==> src/bvl_pkg.sv <==
// shared constants, register layouts and carrier types for the link capability bank
package bvl_pkg;

  // ************************************************************
  // register offsets (byte addresses of dword registers)
  // ************************************************************
  localparam logic [11:0] OFF_DEV_STS_CTL = 12'h070; // device status tail
  localparam logic [11:0] OFF_LINK_CAP = 12'h074; // link capability
  localparam logic [11:0] OFF_LINK_STS_CTL = 12'h078; // link status and control
  localparam logic [11:0] OFF_DEV_CAP2 = 12'h08c; // device capability two
  localparam logic [11:0] OFF_DEV_STS_CTL2 = 12'h090; // device status and control two
  localparam logic [11:0] OFF_LINK_CAP2 = 12'h094; // supported speeds vector

  // ************************************************************
  // reset values and codes
  // ************************************************************
  localparam logic [3:0] SPEED_GEN1 = 4'h1; // 2.5 GT/s index
  localparam logic [3:0] SPEED_NONE = 4'h0; // no speed supported
  localparam logic [6:0] SUP_VEC_RST = 7'h07; // 2.5, 5.0 and 8.0 GT/s
  localparam logic [6:0] SUP_MASK_GEN1 = 7'h01; // keep 2.5 GT/s only
  localparam logic [6:0] SUP_MASK_GEN2 = 7'h03; // keep up to 5.0 GT/s
  localparam logic [6:0] SUP_MASK_ALL = 7'h7f; // no strap limit
  localparam logic [1:0] ASPM_L0S = 2'h1; // L0s only
  localparam logic [1:0] ASPM_L0S_L1 = 2'h3; // L0s and L1
  localparam logic [2:0] L0S_LAT = 3'h6; // two to four microseconds
  localparam logic [2:0] L1_LAT_RST = 3'h2; // two to four microseconds
  localparam logic ASPM_OPT_RST = 1'h1; // optionality compliant
  localparam logic [3:0] CUR_SPEED_RST = 4'h1; // 2.5 GT/s
  localparam logic [5:0] WIDTH_DOWN = 6'h00; // link down
  localparam logic [5:0] WIDTH_X16 = 6'h10; // widest legal code
  localparam logic [2:0] ATOMIC_RST = 3'h7; // 32, 64 and 128 bit completer
  localparam logic [7:0] PORT_RSVD = 8'h00; // answer for a reserved strap code

  // ************************************************************
  // three-level strap codes and capture timing
  // ************************************************************
  localparam logic [1:0] TRI_LOW = 2'h0; // strap tied low
  localparam logic [1:0] TRI_HIGH = 2'h1; // strap tied high
  localparam logic [1:0] TRI_FLOAT = 2'h2; // strap left open
  localparam int STRAP_W = 8; // speed strap plus three port straps
  localparam logic [1:0] SETTLE_CYCLES = 2'h2; // synchroniser depth

  // strap capture sequence after reset release
  typedef enum logic [2:0] {
    CAP_SETTLE = 3'b001,
    CAP_TAKE = 3'b010,
    CAP_HOLD = 3'b100
  } bvl_cap_state_t;

  // ************************************************************
  // register layouts, msb first
  // ************************************************************
  typedef struct packed {
    logic [7:0] portNum; // isolating bridge port number
    logic rsvd23; // reserved
    logic aspmOpt; // aspm optionality compliance
    logic [2:0] rsvd21; // reserved
    logic clkPm; // clock power management
    logic [2:0] l1Lat; // L1 exit latency code
    logic [2:0] l0sLat; // L0s exit latency code
    logic [1:0] aspmSup; // aspm support
    logic [5:0] maxWidth; // one-hot lane count
    logic [3:0] maxSpeed; // speed vector index
  } bvl_link_cap_t;

  typedef struct packed {
    logic [2:0] rsvd29; // reserved
    logic slotClk; // slot clock configuration
    logic training; // link training
    logic rsvd26; // reserved
    logic [5:0] negWidth; // negotiated width
    logic [3:0] curSpeed; // current speed
    logic [7:0] rsvd8; // reserved
    logic extSync; // extended sync
    logic commonClk; // common clock configuration
    logic retrain; // retrain link
    logic disable_; // link disable
    logic rcb; // read completion boundary
    logic rsvd2; // reserved
    logic [1:0] aspmCtl; // aspm control
  } bvl_link_sc_t;

  typedef struct packed {
    logic [21:0] rsvd10; // reserved
    logic [2:0] atomic; // 128, 64, 32 bit completer
    logic [6:0] rsvd0; // reserved
  } bvl_dev_cap2_t;

  typedef struct packed {
    logic [23:0] rsvd8; // reserved
    logic [6:0] supVec; // supported speeds vector
    logic rsvd0; // reserved
  } bvl_link_cap2_t;

  // ************************************************************
  // carriers
  // ************************************************************
  typedef struct packed {
    logic valid; // request strobe, one cycle
    logic write; // 1 write, 0 read
    logic [11:0] addr; // byte address
    logic [3:0] byteEn; // write byte enables
    logic [31:0] wdata; // write data
  } bvl_cfg_req_t;

  typedef struct packed {
    logic ack; // answer strobe, one cycle
    logic hit; // address is mapped here
    logic [31:0] rdata; // read data
  } bvl_cfg_rsp_t;

  typedef struct packed {
    logic valid; // load strobe
    logic [11:0] addr; // byte address
    logic [31:0] data; // loaded dword
  } bvl_load_t;

endpackage

==> src/bvl_cap_regs.sv <==
// link capability, link status/control and device capability two registers of the virtual side
`timescale 1ns/1ps

module bvl_cap_regs (
  input wire logic clock, // core clock, 125 MHz
  input wire logic rst_n, // fundamental reset, active low
  input wire bvl_pkg::bvl_cfg_req_t cfgReq, // configuration request
  output bvl_pkg::bvl_cfg_rsp_t cfgRsp, // configuration answer
  input wire bvl_pkg::bvl_load_t loadReq, // eeprom or i2c load
  input wire logic [1:0] speedLimitStrap, // three-level speed strap pin
  input wire logic [5:0] bridgePortSelectStraps, // three straps, 2 bits each
  input wire logic [5:0] stationLaneConfigWidth, // one-hot width from lane config
  input wire logic [4:0] upstreamPortField, // management port field
  input wire logic upstreamPortFieldValid, // field has been programmed
  input wire logic linkUp, // link side is up
  input wire logic [3:0] linkSpeed, // negotiated speed index
  input wire logic [5:0] linkWidth, // negotiated one-hot width
  output logic l1EntryAllowed // permission to enter L1, held low
);

  // ************************************************************
  // helper functions
  // ************************************************************

  // dword address match, low address bits ignored
  function automatic logic offHit(input logic [11:0] addr, input logic [11:0] off);
    offHit = (addr[11:2] == off[11:2]);
  endfunction

  // index of the highest set bit of the vector field, vector bit n+1 at field bit n
  function automatic logic [3:0] topSpeed(input logic [6:0] vec);
    topSpeed = bvl_pkg::SPEED_NONE;
    for (int k = 0; k < 7; k++) begin
      if (vec[k]) begin
        topSpeed = 4'(k + 1);
      end
    end
  endfunction

  // legal one-hot lane count, x1 to x16
  function automatic logic legalWidth(input logic [5:0] w);
    legalWidth = (w != bvl_pkg::WIDTH_DOWN) && (w <= bvl_pkg::WIDTH_X16) && ((w & (w - 6'h01)) == 6'h00);
  endfunction

  // byte enables spread to a bit mask
  function automatic logic [31:0] beMask(input logic [3:0] be);
    beMask = {{8{be[3]}}, {8{be[2]}}, {8{be[1]}}, {8{be[0]}}};
  endfunction

  // strap code triple to port number, reserved codes give the fallback
  function automatic logic [7:0] strapPort(input logic [5:0] s);
    case (s)
      {bvl_pkg::TRI_LOW, bvl_pkg::TRI_LOW, bvl_pkg::TRI_LOW}: strapPort = 8'h00;
      {bvl_pkg::TRI_LOW, bvl_pkg::TRI_LOW, bvl_pkg::TRI_FLOAT}: strapPort = 8'h01;
      {bvl_pkg::TRI_LOW, bvl_pkg::TRI_LOW, bvl_pkg::TRI_HIGH}: strapPort = 8'h02;
      {bvl_pkg::TRI_LOW, bvl_pkg::TRI_FLOAT, bvl_pkg::TRI_LOW}: strapPort = 8'h03;
      {bvl_pkg::TRI_LOW, bvl_pkg::TRI_HIGH, bvl_pkg::TRI_HIGH}: strapPort = 8'h08;
      {bvl_pkg::TRI_FLOAT, bvl_pkg::TRI_LOW, bvl_pkg::TRI_LOW}: strapPort = 8'h09;
      {bvl_pkg::TRI_FLOAT, bvl_pkg::TRI_LOW, bvl_pkg::TRI_FLOAT}: strapPort = 8'h0a;
      {bvl_pkg::TRI_FLOAT, bvl_pkg::TRI_LOW, bvl_pkg::TRI_HIGH}: strapPort = 8'h0b;
      {bvl_pkg::TRI_FLOAT, bvl_pkg::TRI_HIGH, bvl_pkg::TRI_FLOAT}: strapPort = 8'h10;
      {bvl_pkg::TRI_FLOAT, bvl_pkg::TRI_HIGH, bvl_pkg::TRI_HIGH}: strapPort = 8'h11;
      {bvl_pkg::TRI_HIGH, bvl_pkg::TRI_LOW, bvl_pkg::TRI_LOW}: strapPort = 8'h12;
      {bvl_pkg::TRI_HIGH, bvl_pkg::TRI_LOW, bvl_pkg::TRI_FLOAT}: strapPort = 8'h13;
      default: strapPort = bvl_pkg::PORT_RSVD;
    endcase
  endfunction

  // port numbers that the mapping can produce
  function automatic logic legalPort(input logic [4:0] p);
    legalPort = (p[4:2] == 3'h0) || (p[4:2] == 3'h2) || (p[4:2] == 3'h4);
  endfunction

  // ************************************************************
  // strap synchronisation and capture
  // ************************************************************
  logic [bvl_pkg::STRAP_W-1:0] strapSync; // straps in the clock domain
  bvl_pkg::bvl_cap_state_t capState_reg; // capture sequence state
  bvl_pkg::bvl_cap_state_t capState_next; // next capture state
  logic [1:0] settleCnt_reg; // cycles since reset release
  logic [1:0] speedStrap_reg; // captured speed strap code
  logic [5:0] portStrap_reg; // captured port select codes

  bvl_strap_sync #(
    .WIDTH(bvl_pkg::STRAP_W)
  ) strapSyncInst (
    .clock(clock),
    .rst_n(rst_n),
    .asyncIn({speedLimitStrap, bridgePortSelectStraps}),
    .syncOut(strapSync)
  );

  // straps are sampled once after the chain has filled, so a pin that bounces later changes nothing
  always_comb begin
    capState_next = capState_reg;
    case (capState_reg)
      bvl_pkg::CAP_SETTLE: begin
        if (settleCnt_reg == bvl_pkg::SETTLE_CYCLES) begin
          capState_next = bvl_pkg::CAP_TAKE;
        end
      end
      bvl_pkg::CAP_TAKE: begin
        capState_next = bvl_pkg::CAP_HOLD;
      end
      bvl_pkg::CAP_HOLD: begin
        capState_next = bvl_pkg::CAP_HOLD;
      end
      default: begin
        capState_next = bvl_pkg::CAP_SETTLE;
      end
    endcase
  end

  // capture state and settle counter
  always_ff @(posedge clock or negedge rst_n) begin
    if (!rst_n) begin
      capState_reg <= bvl_pkg::CAP_SETTLE;
      settleCnt_reg <= 2'h0;
    end else begin
      capState_reg <= capState_next;
      settleCnt_reg <= (capState_reg == bvl_pkg::CAP_SETTLE) ? settleCnt_reg + 2'h1 : settleCnt_reg;
    end
  end

  // strap values, full speed until captured
  always_ff @(posedge clock or negedge rst_n) begin
    if (!rst_n) begin
      speedStrap_reg <= bvl_pkg::TRI_HIGH;
      portStrap_reg <= 6'h00;
    end else if (capState_reg == bvl_pkg::CAP_TAKE) begin
      speedStrap_reg <= strapSync[7:6];
      portStrap_reg <= strapSync[5:0];
    end
  end

  // ************************************************************
  // access decode
  // ************************************************************
  wire cfgWr = cfgReq.valid && cfgReq.write; // write strobe
  wire wrCtl = cfgWr && offHit(cfgReq.addr, bvl_pkg::OFF_LINK_STS_CTL); // link control write
  wire ldCap = loadReq.valid && offHit(loadReq.addr, bvl_pkg::OFF_LINK_CAP); // capability load
  wire ldCtl = loadReq.valid && offHit(loadReq.addr, bvl_pkg::OFF_LINK_STS_CTL); // control load
  wire ldCap2 = loadReq.valid && offHit(loadReq.addr, bvl_pkg::OFF_DEV_CAP2); // atomic load
  wire ldVec = loadReq.valid && offHit(loadReq.addr, bvl_pkg::OFF_LINK_CAP2); // vector load
  wire cfgHit = offHit(cfgReq.addr, bvl_pkg::OFF_DEV_STS_CTL)
             || offHit(cfgReq.addr, bvl_pkg::OFF_LINK_CAP)
             || offHit(cfgReq.addr, bvl_pkg::OFF_LINK_STS_CTL)
             || offHit(cfgReq.addr, bvl_pkg::OFF_DEV_CAP2)
             || offHit(cfgReq.addr, bvl_pkg::OFF_DEV_STS_CTL2)
             || offHit(cfgReq.addr, bvl_pkg::OFF_LINK_CAP2); // mapped here

  // loaded dword seen through each layout
  bvl_pkg::bvl_link_cap_t ldCapV; // capability layout
  bvl_pkg::bvl_link_sc_t ldCtlV; // control layout
  bvl_pkg::bvl_dev_cap2_t ldCap2V; // atomic layout
  bvl_pkg::bvl_link_cap2_t ldVecV; // vector layout
  assign ldCapV = bvl_pkg::bvl_link_cap_t'(loadReq.data);
  assign ldCtlV = bvl_pkg::bvl_link_sc_t'(loadReq.data);
  assign ldCap2V = bvl_pkg::bvl_dev_cap2_t'(loadReq.data);
  assign ldVecV = bvl_pkg::bvl_link_cap2_t'(loadReq.data);

  // ************************************************************
  // capability state
  // ************************************************************
  logic [6:0] supVec_reg; // supported speeds vector
  logic [1:0] aspmSup_reg; // aspm support code
  logic [2:0] l1Lat_reg; // L1 exit latency code
  logic clkPm_reg; // clock power management
  logic aspmOpt_reg; // aspm optionality
  logic [5:0] maxWidth_reg; // maximum width
  logic [7:0] portNum_reg; // port number
  logic [2:0] atomic_reg; // atomic completer bits

  // the strap trims the vector before its top bit is taken, so every port drops together
  wire [6:0] speedMask = (speedStrap_reg == bvl_pkg::TRI_LOW) ? bvl_pkg::SUP_MASK_GEN1 :
                         (speedStrap_reg == bvl_pkg::TRI_FLOAT) ? bvl_pkg::SUP_MASK_GEN2 :
                         bvl_pkg::SUP_MASK_ALL;
  wire [3:0] maxSpeed = topSpeed(supVec_reg & speedMask);

  // loadable capability fields; reserved aspm codes in a load are dropped
  always_ff @(posedge clock or negedge rst_n) begin
    if (!rst_n) begin
      supVec_reg <= bvl_pkg::SUP_VEC_RST;
      aspmSup_reg <= bvl_pkg::ASPM_L0S;
      l1Lat_reg <= bvl_pkg::L1_LAT_RST;
      clkPm_reg <= 1'b0;
      aspmOpt_reg <= bvl_pkg::ASPM_OPT_RST;
      atomic_reg <= bvl_pkg::ATOMIC_RST;
    end else begin
      supVec_reg <= ldVec ? ldVecV.supVec : supVec_reg;
      if (ldCap && (ldCapV.aspmSup == bvl_pkg::ASPM_L0S || ldCapV.aspmSup == bvl_pkg::ASPM_L0S_L1)) begin
        aspmSup_reg <= ldCapV.aspmSup;
      end
      l1Lat_reg <= ldCap ? ldCapV.l1Lat : l1Lat_reg;
      clkPm_reg <= ldCap ? ldCapV.clkPm : clkPm_reg;
      aspmOpt_reg <= ldCap ? ldCapV.aspmOpt : aspmOpt_reg;
      atomic_reg <= ldCap2 ? ldCap2V.atomic : atomic_reg;
    end
  end

  // width follows lane configuration; an illegal code keeps the last good one
  // port number: a programmed legal field wins over the strap decode
  always_ff @(posedge clock or negedge rst_n) begin
    if (!rst_n) begin
      maxWidth_reg <= bvl_pkg::WIDTH_X16;
      portNum_reg <= bvl_pkg::PORT_RSVD;
    end else begin
      maxWidth_reg <= legalWidth(stationLaneConfigWidth) ? stationLaneConfigWidth : maxWidth_reg;
      if (upstreamPortFieldValid && legalPort(upstreamPortField)) begin
        portNum_reg <= {3'h0, upstreamPortField};
      end else begin
        portNum_reg <= strapPort(portStrap_reg);
      end
    end
  end

  // ************************************************************
  // link control and status
  // ************************************************************
  logic [1:0] aspmCtl_reg; // aspm control, stored only
  logic commonClk_reg; // common clock, stored only
  logic extSync_reg; // extended sync, stored only
  logic rcb_reg; // read completion boundary
  logic [3:0] curSpeed_reg; // current speed
  logic [5:0] negWidth_reg; // negotiated width

  bvl_pkg::bvl_link_sc_t ctlView; // control register as read
  bvl_pkg::bvl_link_sc_t ctlMerged; // control after byte-enable merge
  assign ctlMerged = bvl_pkg::bvl_link_sc_t'((ctlView & ~beMask(cfgReq.byteEn)) | (cfgReq.wdata & beMask(cfgReq.byteEn)));

  // these bits steer nothing: no outside link exists behind the virtual side
  // a host write in the same cycle as a load wins, being the later intent
  always_ff @(posedge clock or negedge rst_n) begin
    if (!rst_n) begin
      aspmCtl_reg <= 2'h0;
      commonClk_reg <= 1'b0;
      extSync_reg <= 1'b0;
      rcb_reg <= 1'b0;
    end else begin
      if (wrCtl) begin
        aspmCtl_reg <= ctlMerged.aspmCtl;
        commonClk_reg <= ctlMerged.commonClk;
        extSync_reg <= ctlMerged.extSync;
      end else if (ldCtl) begin
        aspmCtl_reg <= ldCtlV.aspmCtl;
        commonClk_reg <= ldCtlV.commonClk;
        extSync_reg <= ldCtlV.extSync;
      end
      rcb_reg <= ldCtl ? ldCtlV.rcb : rcb_reg;
    end
  end

  // status mirrors the link side; speed holds its last value while down, width shows zero
  wire speedOk = (linkSpeed != bvl_pkg::SPEED_NONE) && (linkSpeed <= maxSpeed); // usable index
  always_ff @(posedge clock or negedge rst_n) begin
    if (!rst_n) begin
      curSpeed_reg <= bvl_pkg::CUR_SPEED_RST;
      negWidth_reg <= bvl_pkg::WIDTH_DOWN;
    end else begin
      curSpeed_reg <= (linkUp && speedOk) ? linkSpeed : curSpeed_reg;
      if (!linkUp) begin
        negWidth_reg <= bvl_pkg::WIDTH_DOWN;
      end else if (legalWidth(linkWidth)) begin
        negWidth_reg <= linkWidth;
      end
    end
  end

  // ************************************************************
  // read views; every field not assigned stays zero
  // ************************************************************
  bvl_pkg::bvl_link_cap_t capView; // link capability
  bvl_pkg::bvl_dev_cap2_t cap2View; // device capability two
  bvl_pkg::bvl_link_cap2_t vecView; // supported vector

  always_comb begin
    capView = '0;
    capView.maxSpeed = maxSpeed;
    capView.maxWidth = maxWidth_reg;
    capView.aspmSup = aspmSup_reg;
    capView.l0sLat = bvl_pkg::L0S_LAT;
    capView.l1Lat = l1Lat_reg;
    capView.clkPm = clkPm_reg;
    capView.aspmOpt = aspmOpt_reg;
    capView.portNum = portNum_reg;
  end

  // training, disable, retrain and slot clock never leave zero
  always_comb begin
    ctlView = '0;
    ctlView.aspmCtl = aspmCtl_reg;
    ctlView.rcb = rcb_reg;
    ctlView.commonClk = commonClk_reg;
    ctlView.extSync = extSync_reg;
    ctlView.curSpeed = curSpeed_reg;
    ctlView.negWidth = negWidth_reg;
  end

  always_comb begin
    cap2View = '0;
    cap2View.atomic = atomic_reg;
    vecView = '0;
    vecView.supVec = supVec_reg;
  end

  // read selection; status tail and control two are all zero here
  logic [31:0] readData; // selected dword
  always_comb begin
    if (offHit(cfgReq.addr, bvl_pkg::OFF_LINK_CAP)) begin
      readData = capView;
    end else if (offHit(cfgReq.addr, bvl_pkg::OFF_LINK_STS_CTL)) begin
      readData = ctlView;
    end else if (offHit(cfgReq.addr, bvl_pkg::OFF_DEV_CAP2)) begin
      readData = cap2View;
    end else if (offHit(cfgReq.addr, bvl_pkg::OFF_LINK_CAP2)) begin
      readData = vecView;
    end else begin
      readData = 32'h0000_0000;
    end
  end

  // ************************************************************
  // answer and outputs
  // ************************************************************
  bvl_pkg::bvl_cfg_rsp_t rsp_reg; // registered answer
  logic l1Allow_reg; // L1 permission

  // one answer per request, one cycle later; writes answer with zero data
  always_ff @(posedge clock or negedge rst_n) begin
    if (!rst_n) begin
      rsp_reg <= '0;
      l1Allow_reg <= 1'b0;
    end else begin
      rsp_reg.ack <= cfgReq.valid;
      rsp_reg.hit <= cfgReq.valid && cfgHit;
      rsp_reg.rdata <= (cfgReq.valid && !cfgReq.write) ? readData : 32'h0000_0000;
      l1Allow_reg <= 1'b0;
    end
  end

  assign cfgRsp = rsp_reg;
  assign l1EntryAllowed = l1Allow_reg;

endmodule

==> src/bvl_strap_sync.sv <==
// two-flop synchroniser for strap pins
`timescale 1ns/1ps
module bvl_strap_sync #(
  parameter int WIDTH = 8
) (
  input wire logic clock, // core clock
  input wire logic rst_n, // async reset, active low
  input wire logic [WIDTH-1:0] asyncIn, // raw pin levels
  output logic [WIDTH-1:0] syncOut // levels in the clock domain
);

  // ************************************************************
  // one two-stage chain per pin
  // ************************************************************
  logic [WIDTH-1:0] stage1_reg; // first stage, read only by stage two

  genvar i;
  generate
    for (i = 0; i < WIDTH; i++) begin : gSync
      // first stage may go metastable; nothing but stage two looks at it
      always_ff @(posedge clock or negedge rst_n) begin
        if (!rst_n) begin
          stage1_reg[i] <= 1'b0;
          syncOut[i] <= 1'b0;
        end else begin
          stage1_reg[i] <= asyncIn[i];
          syncOut[i] <= stage1_reg[i];
        end
      end
    end
  endgenerate

endmodule

==> config.mk <==
export PLATFORM = sky130hd
export DESIGN_NAME = bvl_cap_regs
export DESIGN_NICKNAME = d
export VERILOG_FILES = /design/src/bvl_pkg.sv /design/src/bvl_cap_regs.sv /design/src/bvl_strap_sync.sv
export SDC_FILE = /design/constraint.sdc
export NUM_CORES = 1
export LEC_CHECK = 0
export BUFFER_PORTS_ARGS = -buffer_cell sky130_fd_sc_hd__buf_2
export CORE_ASPECT_RATIO = 0.8
export CORE_MARGIN = 3
export CORE_UTILIZATION = 25
export CTS_BUF_LIST = sky130_fd_sc_hd__clkbuf_4 sky130_fd_sc_hd__clkbuf_8
export DETAILED_ROUTE_END_ITERATION = 7
export GPL_ROUTABILITY_DRIVEN = 0
export HOLD_SLACK_MARGIN = 0.08
export MAX_ROUTING_LAYER = met4
export PLACE_DENSITY = 0.42
export SETUP_SLACK_MARGIN = 0.4
export SYNTH_ARGS = -nofsm -noshare
export SYNTH_HDL_FRONTEND = slang
export SYNTH_SLANG_ARGS = --single-unit
==> constraint.sdc <==
create_clock -name clock -period 4 [get_ports clock]
set_input_delay 0 -clock clock [delete_from_list [all_inputs] [get_ports clock]]
set_output_delay 0 -clock clock [all_outputs]
set_load 0.02 [all_outputs]
=== After elaboration in Yosys (flattened, before gate mapping) ===
Cells that the tools add are included.

* Flip-flop bits (word level): 109
* Bits of input ports: 128
* Output and inout port bits: 35
* Logic and storage cells: 142

* Add/subtract/negate cells: 3
* Magnitude comparators: 3
* Eq/ne operators: 32
* Mux-type cells: 26
* Bitwise gates (word level): 7
* Reductions and logical operators: 34

{| class="wikitable"
|+ Operators by type and width
! kind !! number
|-
| 32-bit 2-to-1 mux || 2
|-
| 5-bit one-hot mux with 11 select lines || 1
|-
| 10-bit by 5-bit == test with 1-bit output, second input constant || 5
|-
| 10-bit by 6-bit == test with 1-bit output, second input constant || 5
|-
| 6-bit == test, second input constant || 5
|-
| 26-bit 2-to-1 mux || 1
|-
| 4-bit 2-to-1 mux || 6
|-
| 8-bit AND || 2
|-
| 1-bit logical AND || 16
|-
| 7-bit 2-to-1 mux || 2
|-
| 6-bit AND || 2
|-
| 6-bit by 5-bit == test with 1-bit output, second input constant || 2
|-
| 6-bit by 5-bit <= comparator with 1-bit output, second input constant || 2
|-
| 6-bit zero test || 2
|-
| 6-bit 2-to-1 mux || 2
|-
| 6-bit nonzero test || 2
|-
| 6-bit by 1-bit subtractor with 6-bit output, second input constant || 2
|-
| 10-bit 2-to-1 mux || 1
|-
| 1-bit logical OR || 8
|-
| 8-bit 2-to-1 mux || 1
|-
| 8-bit inverter || 1
|-
| 8-bit bitwise OR || 1
|-
| 7-bit AND || 1
|-
| 2-bit == test, second input constant || 3
|-
| other kinds (23) || 30
|}

=== Depth between registers and ports, before layout ===
Gate-level depths: netlist (run 1).

* Depth in word-level cells: 14
* Depth in mapped cells: 10
* Gate-level depth less buffers: 10

=== By module ===
Synthesis (run 1) repeated with hierarchy kept, for this count alone.

* Cell total of the unflattened synthesis: 359
* Area total of the unflattened synthesis: 4285.4 µm²

{| class="wikitable"
|+ By module, submodules not included
! module !! times used !! cells an instance !! area an instance (µm²) !! seq. area each (µm²)
|-
| bvl_cap_regs || 1 || 343 || 3885.0 || 2143.3
|-
| bvl_strap_sync || 1 || 16 || 400.4 || 400.4
|}

=== Worst setup path after synthesis (run 1) ===
Ideal clock, no wire load.

* Kind: flip-flop to flip-flop
* Start: reg supVec_reg[1]
* End: reg curSpeed_reg[1]
* Setup time: 125 ps
* Arrival: 2043 ps
* Slack: 1832 ps
* Stages on the path, launching flop included: 9
* Clock period less this slack: 2168 ps
* Path through: dfstp_2 -> nand2_1 -> a22o_1 -> ha_1 -> nor2b_1 -> o21ai_0 -> nand2b_1 -> a21oi_1 -> mux2_2

* Word-level cells in the longest chain between the ends: 10

{| class="wikitable"
|+ Ends and longest elaborated chain
! what !! line !! text
|-
| start, declared || bvl_cap_regs.sv:165 || <nowiki>logic [6:0] supVec_reg;</nowiki>
|-
| start signal, assigned || bvl_cap_regs.sv:183 || <nowiki>supVec_reg <= bvl_pkg::SUP_VEC_RST;</nowiki>
|-
| start signal, assigned || bvl_cap_regs.sv:190 || <nowiki>supVec_reg <= ldVec ? ldVecV.supVec : supVec_reg;</nowiki>
|-
| 7-bit AND || bvl_cap_regs.sv:178 || <nowiki>wire [3:0] maxSpeed = topSpeed(supVec_reg & speedMask);</nowiki>
|-
| 4-bit 2-to-1 mux (6 in series) || bvl_cap_regs.sv:34 || <nowiki>if (vec[k]) begin</nowiki>
|-
| 4-bit <= comparator || bvl_cap_regs.sv:254 || <nowiki>wire speedOk = (linkSpeed != bvl_pkg::SPEED_NONE) && (linkSpeed <= maxSpeed);</nowiki>
|-
| 1-bit logical AND || bvl_cap_regs.sv:254 ||
|-
| 1-bit logical AND || bvl_cap_regs.sv:260 || <nowiki>curSpeed_reg <= (linkUp && speedOk) ? linkSpeed : curSpeed_reg;</nowiki>
|-
| end signal, assigned || bvl_cap_regs.sv:257 || <nowiki>curSpeed_reg <= bvl_pkg::CUR_SPEED_RST;</nowiki>
|-
| end signal, assigned || bvl_cap_regs.sv:260 ||
|-
| end, declared || bvl_cap_regs.sv:224 || <nowiki>logic [3:0] curSpeed_reg;</nowiki>
|}

No other way between the ends.
A chain may end at the register's enable or synchronous reset.

=== Worst setup path after layout (run 1) ===
* Start: in linkWidth[2]
* End: reg negWidth_reg[0]

* Word-level cells in the longest chain between the ends: 5
* Elaborated cells between the ends (all ways): 8
* Those cells by class: add/sub: 1; order compare: 1; eq/ne: 1; bitwise: 1; reduce/logical: 4

{| class="wikitable"
|+ Ends and longest elaborated chain
! what !! line !! text
|-
| start, declared || bvl_cap_regs.sv:17 || <nowiki>input wire logic [5:0] linkWidth,</nowiki>
|-
| 6-bit by 1-bit subtractor with 6-bit output || bvl_cap_regs.sv:42 || <nowiki>legalWidth = (w != bvl_pkg::WIDTH_DOWN) && (w <= bvl_pkg::WIDTH_X16) && ((w & (w - 6'h01)) == 6'h00);</nowiki>
|-
| 6-bit AND || bvl_cap_regs.sv:42 ||
|-
| 6-bit zero test || bvl_cap_regs.sv:42 ||
|-
| 1-bit logical AND * || bvl_cap_regs.sv:42 ||
|-
| 2-bit by 1-bit != test with 1-bit output (no line) * || - ||
|-
| end signal, assigned || bvl_cap_regs.sv:258 || <nowiki>negWidth_reg <= bvl_pkg::WIDTH_DOWN;</nowiki>
|-
| end signal, assigned || bvl_cap_regs.sv:262 || <nowiki>negWidth_reg <= bvl_pkg::WIDTH_DOWN;</nowiki>
|-
| end signal, assigned || bvl_cap_regs.sv:264 || <nowiki>negWidth_reg <= linkWidth;</nowiki>
|-
| end, declared || bvl_cap_regs.sv:225 || <nowiki>logic [5:0] negWidth_reg;</nowiki>
|}

Mark *: on every way between the ends. The rest lies on a longest branch, timed or not.

==> results of run 1 <==
[routing by layer]
metal / global-route usage, % / up-vias / routed length [µm]
met5: - / - / 0
met4: 3.84 / 0 / 146
met3: 3.29 / 9 / 499
met2: 17.7 / 74 / 4540
met1: 15.9 / 1630 / 5210
li1: - / 1640 / -
[cell families (layout without fill, tap and decap cells)]
logic type,count (synthesis),in the layout,share of synthesized area (%)
DFF,101,101,59.2
other,1,6,0.0873
adders and majority gates,4,4,1.17
and+or+nand+nor,119,119,16.7
muxes,33,33,8.57
AOI/OAI and AO/OA,66,66,10.9
buffers and inverters,20,212,2.54
xor gates and xnor gates,4,4,0.816
[worst max path at each step]
| stage | cells after the start | slack, ns | to | startpoint |
|---|---|---|---|---|
| after CTS | 9 | 1.40 | negWidth_reg[1]$_DFFE_PN0P_ | linkWidth[2] |
| after floorplan | 8 | 1.83 | curSpeed_reg[1]$_DFFE_PN0P_ | supVec_reg[1]$_DFFE_PN1P_ |
| final | 9 | 1.33 | negWidth_reg[0]$_DFFE_PN0P_ | linkWidth[2] |
| after detailed placement | 10 | 1.48 | curSpeed_reg[1]$_DFFE_PN0P_ | supVec_reg[2]$_DFFE_PN1P_ |
| after global routing | 7 | 1.24 | cfgRsp[6]$_DFF_PN0_ | cfgReq[46] |
| after global placement | 10 | 1.50 | curSpeed_reg[2]$_DFFE_PN0P_ | supVec_reg[0]$_DFFE_PN1P_ |
[power breakdown]
group	internal, µW	switching, µW	total [µW]	leakage [µW]
combinational	112	90.5	202	0.00148
clock	422	346	768	0.000112
sequential	1070	26.7	1090	0.00127
[worst max-delay path, stage by stage]
cell and delay, ns:
dlygate4sd3_1 0.54, buf_2 0.15, nand2b_1 0.13, or4_1 0.41, a31oi_2 0.42, nand3_1 0.13, dlygate4sd3_1 0.57, o21ai_0 0.07
dlygate4sd3_1 0.56
[final cells by class]
cell class	instances	area, µm²	share of cell area [%]
sequential	101	2540	41.7
multi-input combinational	232	1660	27.2
timing repair buffer	189	1360	22.2
tap	220	275	4.51
clock buffer	10	131	2.15
clock inverter	6	113	1.84
inverter	7	26.3	0.430
[cells in the mapped netlist, types with 2 or more instances]
library cell,count,area [µm²]
o21ai_0,15,75.1
a22oi_1,4,30.0
nand2b_1,8,50.1
nor3b_2,2,25.0
a2bb2oi_1,2,17.5
nand2_1,23,86.3
nor4b_1,3,26.3
a22o_1,12,105
and4b_1,2,20.0
nor3b_1,2,15.0
xnor2_1,3,26.3
inv_1,7,26.3
dfstp_2,13,342
and2_1,9,56.3
a21oi_1,8,40.0
and2_2,3,22.5
nor3_1,7,35.0
a211oi_1,2,15.0
ha_1,4,50.1
nand3_1,12,60.1
buf_4,7,52.6
dfrtp_1,88,2200
and3_1,2,12.5
a31oi_1,5,31.3
o22ai_1,2,12.5
nor2_1,23,86.3
a2111oi_0,3,26.3
nor2b_1,3,18.8
nand4_1,4,25.0
nand3b_1,2,15.0
clkbuf_1,5,18.8
mux2_2,30,338
mux2i_1,3,30.0
nor4_1,2,12.5
nor4bb_1,2,20.0
a22o_2,2,20.0
[stage by stage]
step	power, µW	hold WS [ns]	area (µm²)	cells	util, %
floorplan	1180	-0.296	4310	353	-
global route	2180	0.103	6110	765	36.5
finish	2060	0.110	6110	765	36.5
global placement	1260	0.102	5050	668	30.2
detailed placement	1270	0.102	5050	668	30.2
CTS	2110	0.0856	6110	765	36.5
[timing repair]
item / 4_1_cts / 5_1_grt
hold buffers: 81 / 0
buffers inserted: 0 / 0
hold endpoints to repair: 102 / 0
==> results.tsv, run 1 <==
metric	value	unit
status	finished clean	
vdd_drop_max	0.217	mV
setup_viol	0	
grt_pass1_wl	17100	µm
clockRootBuffer	clkbuf_8	
ctsLongestPathBuffers	2	
viasPerCell	4.38	
p_leak	0.00287	µW
n_antenna_cell	0	
die_height	123	µm
drt_iter0_drc	173	
finalClockSkew	0.00799	ns
worst_skew_pair.late_latency	0.37	ns
syn_area	4290	µm²
ys_types	60	
drt_wl_total	10400	µm
cts_tree	built	
syn-instance-count	348	
hold_path_class	in2reg	
cts.sink_count	101	
dp_hpwl	7440	µm
area_delta_synth_final	42.2	%
reg2reg_slack	1.51	ns
post-route-period-util	66.8	%
core_area	16700	µm²
crit_type	in2reg	
dieArea	18800	µm²
synthArstFlopShare	100	%
overflow	0	
dieWidth	153	µm
power_density	338	nW/µm²
synth_edf_count	0	
finalSetupTns	0	ns
start_util	25.7	%
largest_register_ffs	29	
cts.clk_slew.worst_paths	0.09	ns
drt_first_pass_iters	6	
tightest_slew	0.830	ns
ys_warn_count	0	
ios	163	
grt_usage	11.9	%
synthFlopType	dfrtp_1	
port_buffers	107	
max_freq	0.374	GHz
row_count	42	
grt_max_degree	56	
arrival	2.98	ns
drcViolationCount	0	
critPathCaptureType	flop	
rsz0062_at_grt	false	
fin_ws	1.33	ns
num-fill-cells	1668	
required	4.31	ns
fin_nets	672	
slew_headroom	44.6	%
min_path_cells	3	
crit-reg2reg-launch	supVec_reg[0]$_DFFE_PN1P_	
whs_endpoint	atomic_reg[0]$_DFFE_PN1P_	
final_hold_viol_count	0	
vias	3353	
cts_buffers	9	
final_common_cell	buf_2	
fin_crit	2.67	ns
antenna_found_initial	0	
drv_cap	0	
final_layout_size_suffix_gt1_share	33.8	%
r2r_end	curSpeed_reg[2]$_DFFE_PN0P_	
pre_cts_ws	1.48	ns
drv_slew	0	
grt_pass1_vias	3378	
critPathMaxFanout	9	
ys_seq_area_share	59.2	%
postRouteAntennaNets	0	
wl_per_cell	13.6	µm
hp-start	loadReq[36]	
htree_levels	3	
cts_resized	0	
ys_seq_elements	101	
avgSynthCellArea	12.3	µm²
reg2regPathDepth	10	
final_cell_mix	buf_2, dfrtp_1, dlygate4sd3_1	
start_kind	primary input	
Power figures use the tool's default switching activity.
==> run 2: changes to the inputs <==
--- a/config.mk
+++ b/config.mk
@@ -14,7 +14,7 @@
 export GPL_ROUTABILITY_DRIVEN = 0
 export HOLD_SLACK_MARGIN = 0.08
 export MAX_ROUTING_LAYER = met4
-export PLACE_DENSITY = 0.42
+export PLACE_DENSITY = 0.44
 export SETUP_SLACK_MARGIN = 0.4
 export SYNTH_ARGS = -nofsm -noshare
 export SYNTH_HDL_FRONTEND = slang
==> constraint.sdc (replaced) <==
create_clock -name clock -period 2.32 [get_ports clock]
set_input_delay 0 -clock clock [delete_from_list [all_inputs] [get_ports clock]]
set_output_delay 0 -clock clock [all_outputs]
set_load 0.02 [all_outputs]
==> run 2 against run 1 <==
  * Register-to-register slack worse by 1.4 ns
  * Power grew 62%
  * Worst hold slack better by 0.015 ns
  * Global-route usage fell by 0.26 points
  * Clock power is 41% higher
  * Die area unchanged
  * Combinational power up 83%
  * Clock-buffer cell count is the same
  * Critical endpoint is now curSpeed_reg[1]$_DFFE_PN0P_
  * Largest cell class unchanged
==> results.tsv, run 2 (same netlist as run 1, synthesis figures left out) <==
metric	value	unit	change
status	finished clean		
wl_per_cell	13.7	µm	+0.80%
final_layout_size_suffix_gt1_share	38.6	%	+4.9 points
ios	163		unchanged
final_cell_mix	buf_2, dfrtp_1, dlygate4sd3_1		
antenna_found_initial	0		unchanged
critPathCaptureType	flop		
slew_headroom	45.6	%	+1.0 points
tightest_slew	0.804	ns	-0.0261 ns
holdWs	0.124	ns	+0.0146 ns
ctsLongestPathBuffers	2		unchanged
grt_pass1_vias	3294		-2.5%
final_hold_viol_count	0		unchanged
dieArea	18800	µm²	unchanged
row_count	42		unchanged
final_common_cell	buf_2		
grt_pass1_wl	16800	µm	-1.8%
fin_crit	2.19	ns	
grt_max_degree	66		+18%
dp_hpwl	7530	µm	+1.3%
drt_iter0_drc	185		+6.9%
worst_skew_pair.late_latency	0.37	ns	about the same
finalClockSkew	0.0134	ns	+0.00541 ns
drcViolationCount	0		unchanged
postRouteAntennaNets	0		unchanged
startpoint	supVec_reg[2]$_DFFE_PN1P_		
critPathMaxFanout	4		-5
port_buffers	107		unchanged
rsz0062_at_grt	true		
drv_slew	0		unchanged
arrival	2.45	ns	-0.53 ns
htree_levels	3		unchanged
post-route-period-util	94.5	%	
r2r_end	curSpeed_reg[1]$_DFFE_PN0P_		
start_util	25.7	%	unchanged
die_height	123	µm	unchanged
crit_type	reg2reg		
core_area	16700	µm²	unchanged
area_delta_synth_final	43.7	%	
clockRootBuffer	clkbuf_8		
cts.sink_count	101		unchanged
start_kind	flop		
cts.clk_slew.worst_paths	0.10	ns	about the same
viasPerCell	4.35		-0.70%
drv_cap	0		unchanged
setup_viol	0		unchanged
fin_nets	676		+0.60%
drt_first_pass_iters	4		-2
reg2reg_slack	0.13	ns	-1.38 ns
finalSetupTns	0	ns	unchanged
largest_register_ffs	29		unchanged
cts_buffers	9		unchanged
dieWidth	153	µm	unchanged
hold_path_class	in2async		
grt_usage	11.6	%	-0.26 points
required	2.58	ns	-1.73 ns
crit_slowest_cell	dfstp_2		
drt_wl_total	10500	µm	+1.3%
crit-reg2reg-launch	supVec_reg[2]$_DFFE_PN1P_		
p_leak	0.00289	µW	+0.67%
cts_tree	built		
n_antenna_cell	0		unchanged
crit_chain	nand2_2 > a21oi_2 > a31oi_1 > a211oi_2 > ha_2 > nor2b_1 > o21ai_1 > nand2b_1 > a21oi_4 > mux2_4		
overflow	0		unchanged
vias	3347		-0.18%
vdd_drop_max	0.304	mV	+40%
power_density	541	nW/µm²	+60%
cp_slowest_stage_delay	0.59	ns	+0.02 ns
finalPower	3340	µW	+62%
reg2regPathDepth	10		unchanged
max_freq	0.456	GHz	
==> run 2: cell count changes in the layout (fill, tap and decap cells not counted), moves of 3 or more <==
cell / change
buf_4: +13
bufinv_16: -3
dlygate4sd3_1: -11
inv_6: +4
==> run 2: how the worst max path moves through the flow <==
stage,to,slack (ns),cells after the start
4_1_cts,curSpeed_reg[1]$_DFFE_PN0P_,0.06,10
3_3_place_gp,curSpeed_reg[1]$_DFFE_PN0P_,0.03,10
3_5_place_dp,curSpeed_reg[0]$_DFFE_PN1P_,-0.01,10
5_1_grt,curSpeed_reg[1]$_DFFE_PN0P_,0.01,10
6_report,curSpeed_reg[1]$_DFFE_PN0P_,0.13,10
2_1_floorplan,curSpeed_reg[1]$_DFFE_PN0P_,0.26,8
==> run 2: report_power, final <==
group	internal, µW	switching (µW)	total, µW
clock	437	640	1080
combinational	206	164	370
sequential	1840	48.5	1890
==> run 2: area by class of cell <==
cell class / count / area [µm²]
Fill cell: 1693 / 10500
Sequential cell: 101 / 2540
Multi-Input combinational cell: 232 / 1760
Timing Repair Buffer: 193 / 1380
Tap cell: 220 / 275
Clock buffer: 10 / 138
Clock inverter: 6 / 51.3
Inverter: 7 / 26.3
==> run 2: through the flow <==
stage          setup WS (ns)  area [µm²]  cells  utilization [%]
6_report               0.127        6170    769             36.9
5_1_grt               0.0104        6170    769             36.9
4_1_cts               0.0583        6060    763             36.2
3_5_place_dp         -0.0120        5110    672             30.6
3_3_place_gp          0.0252        5110    672             30.6
2_1_floorplan          0.256        4330    353                -
==> run 2: repair_timing <==
action / 4_1_cts / 5_1_grt
endpoints found under the hold margin: 140 / 0
pin swaps: 4 / 2
setup buffers: 5 / 6
resized for setup: 4 / 12
endpoints found under the setup margin: 4 / 13
hold buffers: 70 / 0
==> run 2: per-layer routing <==
metal  vias up  track usage, %  part of all wire (%)
li1       1656               -                     -
met1      1610            15.5                    49
met2        71            17.4                    45
met3        10            3.36                   4.5
met4         0            3.62                   1.2
met5         -               -                     0
==> run 2: worst max-delay path: cells and delay by family (launching register included) <==
kind / cells / cell delay [ns]
AOI/OAI and AO/OA: 5 / 0.77
DFF: 1 / 0.59
and+or+nand+nor: 3 / 0.20
muxes: 1 / 0.31
adders and majority gates: 1 / 0.22
==> run 3: changes to the inputs <==
--- a/config.mk
+++ b/config.mk
@@ -6,15 +6,15 @@
 export NUM_CORES = 1
 export LEC_CHECK = 0
 export BUFFER_PORTS_ARGS = -buffer_cell sky130_fd_sc_hd__buf_2
-export CORE_ASPECT_RATIO = 0.8
+export CORE_ASPECT_RATIO = 0.6
 export CORE_MARGIN = 3
-export CORE_UTILIZATION = 25
+export CORE_UTILIZATION = 46
 export CTS_BUF_LIST = sky130_fd_sc_hd__clkbuf_4 sky130_fd_sc_hd__clkbuf_8
 export DETAILED_ROUTE_END_ITERATION = 7
 export GPL_ROUTABILITY_DRIVEN = 0
 export HOLD_SLACK_MARGIN = 0.08
 export MAX_ROUTING_LAYER = met4
-export PLACE_DENSITY = 0.44
+export PLACE_DENSITY = 0.75
 export SETUP_SLACK_MARGIN = 0.4
 export SYNTH_ARGS = -nofsm -noshare
 export SYNTH_HDL_FRONTEND = slang
==> run 3 against run 2 <==
  * Via count increased by 4.0%
  * Design area decreased by 4.1%
  * Largest cell class unchanged
  * Wire length increased by 0.29%
  * Cell count decreased by 15%
  * Sequential cell count unchanged
  * Critical path depth decreased by 2
  * Power decreased by 3.1%
==> results.tsv, run 3 (same netlist as run 1, synthesis figures left out) <==
metric	value	unit	change
final_hold_viol_count	0		unchanged
tightest_slew	0.734	ns	-0.0709 ns
n_antenna_cell	0		unchanged
clockRootBuffer	clkbuf_8		
seq_power_share	58.4	%	+1.8 points
cp_top_family	compound AO/OA/AOI/OAI gates		
ctsLongestPathBuffers	2		unchanged
drcViolationCount	0		unchanged
port_buffers	107		unchanged
sw_frac_of_total	23.7	%	-1.9 points
cp_slowest_stage_delay	0.58	ns	about the same
viasPerCell	5.33		+22%
drt_iter0_drc	309		+67%
dieArea	10600	µm²	-44%
critPathCaptureType	flop		
startpoint	supVec_reg[1]$_DFFE_PN1P_		
pre_cts_ws	-0.00671	ns	+0.00530 ns
final_cell_mix	buf_2, dfrtp_1, dlygate4sd3_1		
setup_viol	0		unchanged
wl_per_cell	16.2	µm	+18%
drv_slew	0		unchanged
htree_levels	3		unchanged
ios	163		unchanged
hold_path_class	in2reg		
drt_first_pass_iters	6		+2
slew_headroom	50.4	%	+4.8 points
regArea	2550	µm²	about the same
arrival	2.47	ns	+0.02 ns
min_path_cells	4		
critPathMaxFanout	5		+1
start_kind	flop		
postRouteAntennaNets	0		unchanged
post-route-period-util	96.2	%	+1.7 points
required	2.55	ns	-0.03 ns
die_height	80.8	µm	-34%
p_leak	0.00284	µW	-1.7%
fin_nets	668		-1.2%
cp.depth	8		-2
status	finished clean		
crit-reg2reg-launch	supVec_reg[1]$_DFFE_PN1P_		
crit_type	reg2reg		
grt_pass1_vias	3329		+1.1%
largest_register_ffs	29		unchanged
utilization	67.4	%	+30 points
path_buf_inv	0		unchanged
p_comb_share	11.5	%	+0.4 points
p_int	2460	µW	-0.71%
start_util	48.9	%	+23 points
cts_tree	built		
drt_wl_total	10600	µm	+0.29%
power_density	546	nW/µm²	+0.99%
fin_ws	0.0887	ns	-0.0386 ns
finalClockSkew	0.00940	ns	-0.00400 ns
grt_max_degree	57		-14%
grt_pass1_wl	16200	µm	-3.4%
rsz0062_at_grt	true		
cts.sink_count	101		unchanged
multi_input_area	1730	µm²	-2.0%
switchingPower	766	µW	-10%
drv_cap	0		unchanged
fin_crit	2.23	ns	+0.0386 ns
holdWs	0.116	ns	-0.00851 ns
overflow	0		unchanged
vias	3481		+4.0%
cts.clk_slew.worst_paths	0.09	ns	about the same
dp_hpwl	7460	µm	-1.0%
hp-start	cfgReq[42]		
cts_buffers	9		unchanged
row_count	26		-38%
max_freq	0.448	GHz	-1.7%
num-fill-cells	663		-61%
final_layout_size_suffix_gt1_share	37.5	%	-1.1 points
crit_slowest_cell	dfstp_2		
worst_skew_pair.late_latency	0.35	ns	-0.02 ns
area_delta_synth_final	37.8	%	
antenna_found_initial	0		unchanged
reg2regPathDepth	8		-2
finalPower	3230	µW	-3.1%
vdd_drop_max	0.339	mV	+12%
dieWidth	131	µm	-14%
grt_usage	20.5	%	+8.9 points
core_area	8780	µm²	-47%
crit_chain	o21ai_0 > a22o_1 > ha_1 > nor2b_1 > o21ai_1 > nand2b_1 > a21oi_4 > mux2_4		
clockPowerShare	30.1	%	-2.2 points
final_common_cell	buf_2		
## run 3: layout make-up
cell class	instances	area share [%]
timing repair buffer	185	22.1
clock inverter	4	0.423
sequential	101	43.0
tap	112	2.37
multi-input combinational	232	29.2
inverter	7	0.444
clock buffer	12	2.47
## run 3: repair_timing
action                     in CTS  in global routing
pin swaps                       2                  0
setup endpoints to repair       4                 11
setup buffers                   3                  2
hold buffers                   69                  0
gates resized for setup         3                  7
hold endpoints to repair       97                  0
## run 3: per-stage QoR
step	area (µm²)	TNS (ns)	instances
2_1_floorplan	4330	0	353
3_3_place_gp	4970	0	563
3_5_place_dp	4970	-0.0158	563
4_1_cts	5870	0	651
5_1_grt	5920	-0.0127	653
6_report	5920	0	653
## run 3: worst register-to-register path: cells and delay by family (launching register included)
family	cells	cell delay (ns)
AO/OA/AOI/OAI	4	0.68
flip-flops	1	0.58
multiplexers	1	0.32
adder cells (fa/ha/maj)	1	0.30
AND/OR/NAND/NOR	2	0.24
## run 3: worst paths after layout
check                                                      to  slack [ns]
setup / recovery                  curSpeed_reg[2]$_DFFE_PN0P_        0.09
hold / removal                           cfgRsp[32]$_DFF_PN0_        0.12
setup reg to reg                  curSpeed_reg[2]$_DFFE_PN0P_        0.09
hold reg to reg            strapSyncInst.syncOut[3]$_DFF_PN0_        0.35
max in group asynchronous         capState_reg[0]$_DFFE_PN1P_        1.38
min in group asynchronous                 cfgRsp[6]$_DFF_PN0_        0.19
## run 3: power by group through the flow
stage | Clock, µW | Sequential (µW) | Combinational (µW)
2_1_floorplan | 0 | 1900 | 138
3_3_place_gp | 0 | 1920 | 266
3_5_place_dp | 0 | 1920 | 277
4_1_cts | 1010 | 1890 | 365
5_1_grt | 1080 | 1900 | 407
6_report | 973 | 1890 | 371
## run 3: routing by layer
| metal | vias to the layer above | track usage (%) | wire length (µm) |
|---|---|---|---|
| met3 | 13 | 5.32 | 799 |
| met2 | 140 | 30.8 | 4820 |
| li1 | 1636 | - | - |
| met1 | 1692 | 27.9 | 4840 |
| met4 | 0 | 5.85 | 107 |
| met5 | - | - | 0 |
